**src/logic/ebrw_pkg.sv**
```systemverilog
// Package of constants and carrier types for the external bus READY wait-state controller.
// Assumes a single system clock domain; every user writes ebrw_pkg::name.
package ebrw_pkg;

	// ****************************************************************
	// Field widths and limits
	// ****************************************************************
	localparam int unsigned PHASE_W       = 6;
	localparam logic [5:0]  ACCESS_MIN    = 6'h01;
	localparam logic [5:0]  ACCESS_MAX    = 6'h20;
	localparam int unsigned SYNC_STAGES   = 2;
	localparam logic [5:0]  PHASE_RESET   = 6'h00;

	// ****************************************************************
	// Carrier types
	// ****************************************************************
	// Per-cycle configuration presented with a start request.
	typedef struct packed {
		logic       ready_en;
		logic       ready_active_high;
		logic       ready_async;
		logic [5:0] access_phase_length;
	} ebrw_cfg_t;

	// Status of the running cycle.
	typedef struct packed {
		logic busy;
		logic in_wait;
		logic done;
	} ebrw_stat_t;

	typedef enum logic [1:0] {
		EBRW_IDLE,
		EBRW_ACCESS,
		EBRW_READY_WAIT
	} ebrw_state_t;

endpackage

```
**src/logic/ebrw_ready_sync.sv**
```systemverilog
// Two-flop synchronizer for the READY pin in asynchronous mode.
// Assumes the pin is unrelated to clk; only the second flop is read downstream.
`timescale 1ns/10ps
module ebrw_ready_sync (
	// Clock and reset.
	input  wire logic clk,
	input  wire logic reset,
	// Pin side.
	input  wire logic pin_in,
	// Synchronized level.
	output logic      sync_out
);

	logic meta_q;
	logic sync_q;

	// Two register stages, the first read only by the second.
	always_ff @(posedge clk) begin
		if (reset) begin
			meta_q <= 1'b0;
			sync_q <= 1'b0;
		end else begin
			meta_q <= pin_in;
			sync_q <= meta_q;
		end
	end

	assign sync_out = sync_q;

endmodule

```
**src/logic/ebrw_ready_ctrl.sv**
```systemverilog
// READY wait-state control of one external bus cycle's access phase.
// Assumes the bus sequencer asserts start for one cycle and that clk is the bus reference clock.
`timescale 1ns/10ps
module ebrw_ready_ctrl (
	// Clock and reset.
	input  wire logic               clk,
	input  wire logic               reset,
	// Cycle request from the bus sequencer.
	input  wire logic               start,
	input  wire ebrw_pkg::ebrw_cfg_t cfg,
	// READY pin from the external circuit.
	input  wire logic               ready_pin,
	// Cycle status towards the sequencer.
	output ebrw_pkg::ebrw_stat_t    stat,
	output logic [5:0]              ready_wait_phase
);

	// ****************************************************************
	// Input conditioning
	// ****************************************************************
	logic ready_async_lvl;
	logic ready_sync_lvl_q;
	logic ready_raw_active;
	logic ready_sel;

	ebrw_ready_sync u_sync (
		.clk      (clk),
		.reset    (reset),
		.pin_in   (ready_pin),
		.sync_out (ready_async_lvl)
	);

	// Synchronous mode uses a single capture flop, the pin's own input register.
	always_ff @(posedge clk) begin
		if (reset) begin
			ready_sync_lvl_q <= 1'b0;
		end else begin
			ready_sync_lvl_q <= ready_pin;
		end
	end

	ebrw_pkg::ebrw_cfg_t cfg_q;
	ebrw_pkg::ebrw_cfg_t cfg_d;

	// Pick the path by mode, then apply the programmed polarity.
	assign ready_sel        = cfg_q.ready_async ? ready_async_lvl : ready_sync_lvl_q;
	assign ready_raw_active = cfg_q.ready_active_high ? ready_sel : ~ready_sel;

	// ****************************************************************
	// Cycle sequencing
	// ****************************************************************
	ebrw_pkg::ebrw_state_t state_q;
	ebrw_pkg::ebrw_state_t state_d;
	logic [5:0]            cnt_q;
	logic [5:0]            cnt_d;
	logic [5:0]            wait_q;
	logic [5:0]            wait_d;
	logic                  done_q;
	logic                  done_d;
	logic [5:0]            len_clip;
	logic                  access_end;
	logic                  async_hold;

	// Clamp the programmed length into its legal range.
	function automatic logic [5:0] clip_len(input logic [5:0] l);
		if (l < ebrw_pkg::ACCESS_MIN) begin
			clip_len = ebrw_pkg::ACCESS_MIN;
		end else if (l > ebrw_pkg::ACCESS_MAX) begin
			clip_len = ebrw_pkg::ACCESS_MAX;
		end else begin
			clip_len = l;
		end
	endfunction

	assign len_clip   = clip_len(cfg.access_phase_length);
	assign access_end = (cnt_q == 6'h01);
	// Asynchronous mode with READY enabled always spends one waitstate for synchronizer latency.
	assign async_hold = cfg_q.ready_async && (wait_q == 6'h00);

	// Next-state logic for the access and ready-wait phases.
	always_comb begin
		state_d = state_q;
		cnt_d   = cnt_q;
		wait_d  = wait_q;
		cfg_d   = cfg_q;
		done_d  = 1'b0;
		unique case (state_q)
			ebrw_pkg::EBRW_IDLE: begin
				if (start) begin
					cfg_d   = cfg;
					cnt_d   = len_clip;
					wait_d  = ebrw_pkg::PHASE_RESET;
					state_d = ebrw_pkg::EBRW_ACCESS;
				end
			end
			ebrw_pkg::EBRW_ACCESS: begin
				if (!access_end) begin
					cnt_d = cnt_q - 6'h01;
				end else if (!cfg_q.ready_en) begin
					done_d  = 1'b1;
					state_d = ebrw_pkg::EBRW_IDLE;
				end else if (ready_raw_active && !async_hold) begin
					done_d  = 1'b1;
					state_d = ebrw_pkg::EBRW_IDLE;
				end else begin
					wait_d  = wait_q + 6'h01;
					state_d = ebrw_pkg::EBRW_READY_WAIT;
				end
			end
			ebrw_pkg::EBRW_READY_WAIT: begin
				if (ready_raw_active) begin
					done_d  = 1'b1;
					state_d = ebrw_pkg::EBRW_IDLE;
				end else if (wait_q != 6'h3f) begin
					wait_d = wait_q + 6'h01;
				end
			end
		endcase
	end

	// State registers.
	always_ff @(posedge clk) begin
		if (reset) begin
			state_q <= ebrw_pkg::EBRW_IDLE;
			cnt_q   <= ebrw_pkg::PHASE_RESET;
			wait_q  <= ebrw_pkg::PHASE_RESET;
			cfg_q   <= '0;
			done_q  <= 1'b0;
		end else begin
			state_q <= state_d;
			cnt_q   <= cnt_d;
			wait_q  <= wait_d;
			cfg_q   <= cfg_d;
			done_q  <= done_d;
		end
	end

	// Status outputs come from registers.
	// One continuous assignment drives the whole status word, so the struct has a single driver.
	assign stat = '{busy:    (state_q != ebrw_pkg::EBRW_IDLE),
	                in_wait: (state_q == ebrw_pkg::EBRW_READY_WAIT),
	                done:    done_q};
	assign ready_wait_phase  = wait_q;
endmodule

```
**config.mk**
```make
export PLATFORM = sky130hd
export DESIGN_NAME = ebrw_ready_ctrl
export DESIGN_NICKNAME = d
export VERILOG_FILES = /design/src/logic/ebrw_pkg.sv /design/src/logic/ebrw_ready_sync.sv /design/src/logic/ebrw_ready_ctrl.sv
export SDC_FILE = /design/constraint.sdc
export NUM_CORES = 1
export LEC_CHECK = 0
export ABC_AREA = 1
export BUFFER_PORTS_ARGS = -buffer_cell sky130_fd_sc_hd__clkbuf_2
export CAP_MARGIN = 20
export CORE_UTILIZATION = 55
export DETAILED_ROUTE_END_ITERATION = 16
export GPL_TIMING_DRIVEN = 1
export PLACE_DENSITY_LB_ADDON = 0.12
export RECOVER_POWER = 100
export SYNTH_ARGS = -nofsm -noshare
export SYNTH_HDL_FRONTEND = slang
export SYNTH_SLANG_ARGS = --single-unit
```
**constraint.sdc**
```tcl
create_clock -name clk -period 1.9 [get_ports clk]
set_clock_uncertainty 0.05 [all_clocks]
set_input_delay 0.285 -clock clk [delete_from_list [all_inputs] [get_ports clk]]
set_output_delay 0.285 -clock clk [all_outputs]
set_load 0.02 [all_outputs]
```
# ---- Yosys cells after proc, flatten, opt, wreduce, memory -nomap -nowiden
# Cells that the tools add are included.
# W data, S select, Z words.
dict set report word_totals {
  in_bits 13
  word_cells 62
  regBits 20
}
dict set report classes {
  order_cmp 2
  n_eq_ne 12
  reduce_logical 11
  addsub 2
  muxes 25
  bitwise_logic 1
}
# cell n
set op_table {}
lappend op_table {{$mux W6} 10}
lappend op_table {{$pmux W6 S3} 1}
lappend op_table {{$ne A2 B2 Y1 const B} 6}
lappend op_table {{$pmux W6 S2} 1}
lappend op_table {{$mux W2} 5}
lappend op_table {{$add A6 B1 Y6 const B} 1}
lappend op_table {{$eq A6 B1 Y1 const B} 1}
lappend op_table {{$gt A6 B6 Y1 const B} 1}
lappend op_table {{$logic_not A6 Y1} 1}
lappend op_table {{$lt A6 B1 Y1 const B} 1}
lappend op_table {{$mux W1} 6}
lappend op_table {{$ne A6 B6 Y1 const B} 1}
lappend op_table {{$pmux W2 S3} 1}
lappend op_table {{$reduce_and A3 Y1} 2}
lappend op_table {{$reduce_and A6 Y1} 1}
lappend op_table {{$sub A6 B1 Y6 const B} 1}
lappend op_table {{$ne A2 B1 Y1 const B} 2}
lappend op_table {{$reduce_bool A2 Y1} 2}
lappend op_table {{$eq A2 B1 Y1 const B} 1}
lappend op_table {{$eq A2 B2 Y1 const B} 1}
lappend op_table {{$logic_and A1 B1 Y1} 2}
lappend op_table {{$logic_not A2 Y1} 1}
lappend op_table {{$pmux W1 S2} 1}
lappend op_table {{$reduce_and A2 Y1} 1}
lappend op_table {{2 further kinds} 2}

# ---- Logic depth before layout (Yosys ltp)
# Gate-level depths: netlist of run 1.
dict set report depth {
  depth_word 8
  ltp_mapped 12
  depth_no_buf 11
}

# ---- Cells and area by module
# Synthesis of run 1 repeated with hierarchy kept, for this count alone.
dict set report unflattened {
  cells_unflattened 193
  area_unflattened_um2 1270.0
}
# mod instances seq_area_each_um2 area_per_inst_um2 cells_per_inst
set by_module_without_submodules {}
lappend by_module_without_submodules {ebrw_ready_ctrl 1 380.4 1214.9 187}
lappend by_module_without_submodules {ebrw_ready_sync 1 40.0 55.1 6}

# ---- Worst setup path before layout of run 1
# No wires, ideal clock.
dict set report synth_timing {
  path_kind {register -> register}
  from {reg wait_q[0] (netlist: ready_wait_phase[0])}
  to {reg wait_q[2] (netlist: ready_wait_phase[2])}
  setup_ns 0.115
  stages_incl_launch_ff 12
  n_path_buf 1
  arrival_time_ns 1.400
  period_less_slack_ns 1.565
  path_slack_ns 0.335
  cell_sequence {dfxtp_1 -> inv_1 -> ha_1 -> inv_1 -> nor2_1 -> nand3_1 -> nand3_2 -> nand2_2 -> nand2_2 -> buf_6 -> a21oi_1 -> nor2_1}
}
dict set report synth_between {
  elab_chain_len 6
  elab_cells_between_ends 15
  cone_classes {1 x add/sub; 3 x eq/ne; 6 x mux; 5 x reduce/logical}
}
# element line_no
set synth_rtl {}
lappend synth_rtl {{start, declared} ebrw_ready_ctrl.sv:56} ;# logic [5:0] wait_q;
lappend synth_rtl {{start signal, assigned} ebrw_ready_ctrl.sv:126} ;# wait_q <= ebrw_pkg::PHASE_RESET;
lappend synth_rtl {{start signal, assigned} ebrw_ready_ctrl.sv:132} ;# wait_q <= wait_d;
lappend synth_rtl {{branches (longest 6 deep; another with $add A6 B1 Y6)} -}
# Several ways; the timed one is not identified. The select of a mux whose other input is x is not followed.
# A chain may end at the register's enable or synchronous reset.

# ---- Final worst setup path of run 1
dict set report layout_timing {
  from {reg state_q[1]}
  to {reg cnt_q[0]}
}
dict set report layout_between {
  elab_chain_len 3
  elab_cells_between_ends 7
  cone_classes {3 x eq/ne; 1 x mux; 3 x reduce/logical}
}
# element line_no
set layout_rtl {}
lappend layout_rtl {{start, declared} ebrw_ready_ctrl.sv:52} ;# ebrw_pkg::ebrw_state_t state_q;
lappend layout_rtl {{start signal, assigned} ebrw_ready_ctrl.sv:124} ;# state_q <= ebrw_pkg::EBRW_IDLE;
lappend layout_rtl {{start signal, assigned} ebrw_ready_ctrl.sv:130} ;# state_q <= state_d;
lappend layout_rtl {{$eq A2 B1 Y1 or $logic_not A2 Y1 (tied branches)} ebrw_ready_ctrl.sv:87} ;# unique case (state_q)
lappend layout_rtl {{$ne A2 B2 Y1 (no source line) or $reduce_bool A2 Y1 (tied branches)} -}
lappend layout_rtl {{$reduce_and A3 Y1 (no source line)} -}
lappend layout_rtl {{end signal, assigned} ebrw_ready_ctrl.sv:125} ;# cnt_q <= ebrw_pkg::PHASE_RESET;
lappend layout_rtl {{end signal, assigned} ebrw_ready_ctrl.sv:131} ;# cnt_q <= cnt_d;
lappend layout_rtl {{end, declared} ebrw_ready_ctrl.sv:54} ;# logic [5:0] cnt_q;
# Several ways; a longest one is shown, not always the timed one.

==> results.json, run 1 <==
{
  "status": "finished clean",
  "holdWs_ps": 112,
  "syn_area_um2": 1330,
  "viasPerCell": 5.24,
  "worstSetupStartpoint": "state_q[1]$_SDFFE_PP0P_",
  "end_kind": "register",
  "clk_path_buf_depth": 2,
  "cts.sinks": 20,
  "p_per_area_nw_per_um2": 1020,
  "num_vias": 1248,
  "arrival_ps": 1870,
  "ys_types": 29,
  "yosysMostFrequentCell": "nand2_1",
  "nets": 231,
  "p_int_mw": 0.845,
  "fmax_ghz": 0.581,
  "cp_max_fo": 9,
  "overflow": 0,
  "die_height_um": 51.1,
  "worst_pin_slew_ps": 533,
  "synth_area_leaders": "dfxtp_1, nand2_1, a21oi_1, inv_1, ha_1",
  "p_clk_frac": 0.168,
  "pwr-share-comb": 0.449,
  "initial_core_util": 0.593,
  "clk_latency_ps": 300,
  "hpwl_mm": 2.17,
  "core_um2": 2230,
  "syn_inst": 188,
  "fill_cells": 223,
  "ios": 22,
  "leakagePower_nw": 0.642,
  "antenna_cells": 0,
  "wl_per_cell_um": 12.0,
  "seq_area_frac_synth": 0.302,
  "timing.critical_path.buf_inv": 3,
  "reg2reg_slack_ps": 180,
  "grt_max_degree": 12,
  "syn2layout_area_growth_pct": 9.35,
  "dieArea_um2": 2610,
  "finalSetupViolCount": 0,
  "yosysWarnings": 0,
  "cts_buffers": 3,
  "antenna_found_initial": 0,
  "hold_start": "ready_pin",
  "async_flop_share": 0,
  "worstSetupStartpointType": "register",
  "slew_headroom": 0.644,
  "drive_gt1_frac": 0.195,
  "hp-class": "in -> reg",
  "timing.rr.start": "state_q[1]$_SDFFE_PP0P_",
  "gr-usage-all-layers": 0.248,
  "fin_crit_sh": 0.905,
  "holdBufCountCts": 0,
  "clockRootBuffer": "clkbuf_4",
  "worstPathCellList": "inv_1 > ha_1 > inv_2 > nand2_1 > nand2_1 > nand2_2 > inv_2 > o21ai_0 > a21oi_1",
  "p_sw_frac": 0.428,
  "rsz0062_at_grt": "no",
  "synthTopCellsByCount": "nand2_1, inv_1, nor2_1, dfxtp_1, a21oi_1",
  "drtIter0Drc": 31,
  "finalSetupTns_ps": 0,
  "hold_violations": 0,
  "synthDominantCellAreaShare": 0.302,
  "postRouteAntennaNets": 0,
  "cts_tree": "built",
  "critical_path.top_delay_family": "adder cells",
  "cts.reportedPaths.clkPinSlew_ps": 120,
  "slowest_stage": "ha_1",
  "numPortBuffers": 21,
  "p_switching_mw": 0.633,
  "cp.required_ps": 2050,
  "seq_power_share": 0.382,
  "avgSynthCellArea_um2": 7.05,
  "synth_top_area_cell": "dfxtp_1",
  "post_cts_buffers": 0,
  "grt_pass1_wl_mm": 4.87,
  "fp.dieW_um": 51.1,
  "cts-resized-gates": 0,
  "min_period_ps": 1720,
  "place.gp.congestion": 0.859,
  "vdd_ir_drop_max_mv": 0.586,
  "multi_input_comb_area_um2": 757,
  "drc_errors": 0,
  "synth_edf_count": 0,
  "path_class": "reg -> reg",
  "synth.ff_latch_count": 20,
  "ys.flop_type": "dfxtp_1",
  "rows": 17,
  "synthesis.nets": 208,
  "finalMaxSlewViolations": 0,
  "dr.pass1.iters": 4,
  "h-tree-depth": 1,
  "max-cap-violations": 0,
  "cpPeakStageDelay_ps": 430,
  "seq_area_um2": 400,
  "grt_pass1_vias": 1160,
  "wirelength_mm": 2.85
}
cell families (layout without fill, tap and decap cells):
group / count (synthesis) / count (layout) / share of synthesized area
AOI/OAI and AO/OA: 36 / 36 / 0.154
adders and majority gates: 7 / 7 / 0.0661
buffers and inverters: 35 / 57 / 0.112
and+or+nand+nor: 89 / 89 / 0.359
DFF: 20 / 20 / 0.302
xor gates and xnor gates: 1 / 1 / 0.00661
path summary, 6_finish.rpt:
check	end	cells past startpoint
setup reg to reg	cnt_q[0]$_SDFFE_PP0P_	9
hold reg to reg	u_sync.sync_out$_SDFF_PP0_	2
setup / recovery	cnt_q[0]$_SDFFE_PP0P_	9
hold / removal	ready_sync_lvl_q$_SDFF_PP0_	3
flip-flops by register name (all words and copies together), names as in the netlist:
name              count
done_q                1
state_q               2
ready_sync_lvl_q      1
cnt_q                 6
cfg_q                 3
u_sync.sync_out       1
ready_wait_phase      6
per-stage QoR:
| stage | power [mW] | cells | utilization | area, um^2 | setup slack, ps |
|---|---|---|---|---|---|
| after detailed placement | 1.25 | 234 | 0.646 | 1440 | 219 |
| final | 1.48 | 238 | 0.649 | 1450 | 180 |
| after floorplan | 1.11 | 188 | - | 1330 | 335 |
| after global routing | 1.58 | 238 | 0.649 | 1450 | 13.7 |
| after global placement | 1.22 | 234 | 0.646 | 1440 | 223 |
| after CTS | 1.51 | 238 | 0.663 | 1480 | 189 |
routing by layer:
| layer | track usage | wire length, um | vias to the layer above |
|---|---|---|---|
| li1 | - | - | 652 |
| met1 | 0.316 | 1380 | 556 |
| met2 | 0.421 | 1330 | 36 |
| met3 | 0.0268 | 112 | 4 |
| met4 | 0.102 | 29 | 0 |
| met5 | 0 | 0 | - |
power by group through the flow:
stage                     combinational [mW]  clock, mW  sequential, mW
after floorplan                        0.527          0           0.580
after CTS                              0.683      0.259           0.564
after global routing                   0.743      0.266           0.575
final                                  0.664      0.249           0.565
after detailed placement               0.676          0           0.574
after global placement                 0.654          0           0.570
tightest hold or removal path, stage by stage:
cell and delay, ps:
clkbuf_2 80, inv_1 40, nor2_1 30
placed cells by master, fill, tap and decap left out, types with 2 or more instances in the layout:
| cell type | count |
|---|---|
| inv_1 | 24 |
| clkbuf_1 | 10 |
| nand2_2 | 3 |
| nand3_2 | 3 |
| o22ai_1 | 3 |
| clkbuf_4 | 3 |
| nand2_1 | 32 |
| nor2_4 | 2 |
| dfxtp_1 | 20 |
| buf_4 | 2 |
| or2_2 | 2 |
| ha_1 | 7 |
| nand3_4 | 2 |
| o21ai_0 | 8 |
| clkbuf_2 | 11 |
| a21oi_1 | 21 |
| inv_2 | 6 |
| nor2_1 | 22 |
| nand3_1 | 15 |
| nor2_2 | 3 |
layout make-up:
class | count | share of cell area
Multi-Input combinational cell | 133 | 0.522
Clock buffer | 4 | 0.0250
Sequential cell | 20 | 0.276
Inverter | 30 | 0.0777
Timing Repair Buffer | 23 | 0.0743
Tap cell | 28 | 0.0242
Note: power is estimated with default switching activity, not from simulation.
==> run 2, diff against run 1 <==
--- a/config.mk
+++ b/config.mk
@@ -5,7 +5,7 @@
 export SDC_FILE = /design/constraint.sdc
 export NUM_CORES = 1
 export LEC_CHECK = 0
-export ABC_AREA = 1
+export ABC_AREA = 0
 export BUFFER_PORTS_ARGS = -buffer_cell sky130_fd_sc_hd__clkbuf_2
 export CAP_MARGIN = 20
 export CORE_UTILIZATION = 55
==> run 2 against run 1 <==
Compared with the run above: synthesized cell count fell by 16%; total power fell by 17%; flip-flop and latch count did not move; wire length rose by 1.1%; final area rose by 3.3%; combinational power fell by 30%; area after synthesis fell by 3.5%; core utilization rose by 3.4 points; final cell count fell by 12%; maximum frequency fell by 6.7%; count of clock-buffer cells in the layout did not move.
==> results.json, run 2 <==
{
  "yosysWarnings": 0,
  "seq_area_frac_synth": 0.313,
  "finalSetupViolCount": 0,
  "clk_path_buf_depth": 2,
  "die_height_um": 50.2,
  "hold_violations": 0,
  "timing.rr.start": "cfg_q[6]$_SDFFE_PP0P_",
  "fin_crit_sh": 0.971,
  "cts.sinks": 20,
  "wirelength_mm": 2.88,
  "synthTopCellsByCount": "dfxtp_1, inv_1, nand2_1, a21oi_1, nand3_1",
  "ys_types": 40,
  "power.total_mw": 1.22,
  "avgSynthCellArea_um2": 8.14,
  "rows": 17,
  "p_per_area_nw_per_um2": 816,
  "cts_tree": "built",
  "drive_gt1_frac": 0.227,
  "slowest_stage": "dfxtp_1",
  "worstPathCellList": "mux2i_2 > xor2_2 > a211oi_4 > buf_4 > nand3_1 > o41ai_2",
  "h-tree-depth": 1,
  "gr-usage-all-layers": 0.247,
  "nets": 202,
  "path_class": "reg -> reg",
  "yosysMostFrequentCell": "dfxtp_1",
  "r2r_cells": 6,
  "end_kind": "register",
  "hold_depth": 2,
  "layout_commonest_cell": "dfxtp_1",
  "final_cell_mix": "dfxtp_1, inv_1, nand2_1, clkbuf_2",
  "syn_area_um2": 1280,
  "grt_max_degree": 22,
  "viasPerCell": 5.78,
  "holdBufCountCts": 0,
  "cpPeakStageDelay_ps": 400,
  "synth_top_area_cell": "dfxtp_1",
  "hpwl_mm": 2.07,
  "dr.pass1.iters": 4,
  "antenna_found_initial": 0,
  "synthesis.nets": 177,
  "fill_cells": 192,
  "clockRootBuffer": "clkbuf_4",
  "async_flop_share": 0,
  "worstHoldEndpoint": "ready_sync_lvl_q$_SDFF_PP0_",
  "synthDominantCellAreaShare": 0.313,
  "core_um2": 2190,
  "cts_buffers": 3,
  "worstSetupStartpointType": "register",
  "grt_pass1_vias": 1085,
  "numPortBuffers": 21,
  "leakagePower_nw": 0.566,
  "antenna_cells": 0,
  "clk_latency_ps": 300,
  "drtIter0Drc": 22,
  "fmax_ghz": 0.542,
  "max-cap-violations": 0,
  "wl_per_cell_um": 13.8,
  "synth_edf_count": 0,
  "overflow": 0,
  "reg2reg_slack_ps": 60,
  "grt_pass1_wl_mm": 4.73,
  "dieArea_um2": 2520,
  "holdWs_ps": 139,
  "synth.ff_latch_count": 20,
  "place.gp.congestion": 0.843,
  "hp-class": "in -> reg",
  "reg2reg_to": "ready_wait_phase[4]$_SDFFE_PP0P_",
  "arrival_ps": 2010,
  "hold_start": "ready_pin",
  "worst_pin_slew_ps": 486,
  "finalMaxSlewViolations": 0,
  "ys.flop_type": "dfxtp_1",
  "num_vias": 1207,
  "syn2layout_area_growth_pct": 17.0,
  "min_period_ps": 1840,
  "ios": 22,
  "seq_area_um2": 403,
  "drc_errors": 0,
  "syn_inst": 157,
  "cp_max_fo": 6,
  "cts.reportedPaths.clkPinSlew_ps": 110,
  "initial_core_util": 0.584,
  "status": "finished clean",
  "multi_input_comb_area_um2": 803,
  "vdd_ir_drop_max_mv": 0.702,
  "cp.required_ps": 2070,
  "synth_area_leaders": "dfxtp_1, ha_1, inv_1, nand2_1, a21oi_1",
  "slew_headroom": 0.675,
  "postRouteAntennaNets": 0,
  "fp.dieW_um": 50.2
}
## run 2: cell count changes in the layout (fill, tap and decap cells not counted), sizes merged, moves of 5 or more
cell | previous run | this run
nand2 | 36 | 17
a211oi | 0 | 5
inv | 30 | 17
nand3 | 20 | 10
nor2b | 0 | 6
nor2 | 28 | 7
a21oi | 22 | 11
buf | 2 | 8
## run 2: cell families (layout without fill, tap and decap cells)
group | Yosys count | in the layout | synth area share
multiplexers | 3 | 3 | 0.0264
XOR/XNOR | 2 | 2 | 0.0196
flip-flops | 20 | 20 | 0.313
adder cells (fa/ha/maj) | 7 | 7 | 0.0685
AO/OA/AOI/OAI | 41 | 41 | 0.244
AND/OR/NAND/NOR | 58 | 58 | 0.248
buffers and inverters | 26 | 50 | 0.0812
## run 2: how the worst max path moves through the flow
stage	start	endpoint	slack [ps]	cells past startpoint
6_report	cfg_q[6]$_SDFFE_PP0P_	ready_wait_phase[4]$_SDFFE_PP0P_	60	6
5_1_grt	state_q[1]$_SDFFE_PP0P_	cnt_q[0]$_SDFFE_PP0P_	-9	8
4_1_cts	state_q[0]$_SDFFE_PP0P_	ready_wait_phase[4]$_SDFFE_PP0P_	20	8
3_5_place_dp	state_q[0]$_SDFFE_PP0P_	ready_wait_phase[1]$_SDFFE_PP0P_	-20	7
3_3_place_gp	state_q[0]$_SDFFE_PP0P_	ready_wait_phase[1]$_SDFFE_PP0P_	80	7
2_1_floorplan	state_q[0]$_SDFFE_PP0P_	ready_wait_phase[4]$_SDFFE_PP0P_	40	8
## run 2: worst max-delay path, delay by kind of cell (launching register included)
family | cells | cell delay (ps)
AOI/OAI and AO/OA | 2 | 560
buffers and inverters | 1 | 180
muxes | 1 | 330
and+or+nand+nor | 1 | 90
DFF | 1 | 400
xor gates and xnor gates | 1 | 160
## run 2: final cells by class
| cell class | count | share of cell area |
|---|---|---|
| Sequential cell | 20 | 0.269 |
| Inverter | 17 | 0.0426 |
| Timing Repair Buffer | 29 | 0.104 |
| Multi-Input combinational cell | 111 | 0.537 |
| Clock buffer | 4 | 0.0242 |
| Tap cell | 28 | 0.0234 |
## run 2: repair_timing
action	in CTS	in global routing
cloned	0	0
setup endpoints to repair	3	9
buffers inserted	2	1
gates resized for setup	1	6
pin swaps	1	1
hold endpoints to repair	0	0
## run 2: power by group
group | switching [mW] | internal [mW] | leakage [nW] | total (mW)
combinational | 0.267 | 0.201 | 0.381 | 0.468
sequential | 0.0473 | 0.458 | 0.164 | 0.506
clock | 0.130 | 0.117 | 0.0210 | 0.247
total | 0.444 | 0.776 | 0.566 | 1.22
## run 2: routing by layer
metal  GRT usage  wire length (um)  vias to the layer above
met5           0                 0                        -
met1       0.321              1390                      577
met2       0.402              1370                       22
li1            -                 -                      606
met3      0.0727                98                        2
met4      0.0524                14                        0
## run 2: stage by stage
step / TNS, ps / setup WS (ps) / util / instances / cell area [um^2]
after floorplan: 0 / 43.5 / - / 157 / 1280
after global placement: 0 / 83.4 / 0.646 / 202 / 1420
after detailed placement: -23.2 / -23.2 / 0.646 / 202 / 1420
after CTS: 0 / 20.7 / 0.674 / 208 / 1480
after global routing: -13.8 / -8.85 / 0.683 / 209 / 1500
final: 0 / 55.7 / 0.683 / 209 / 1500
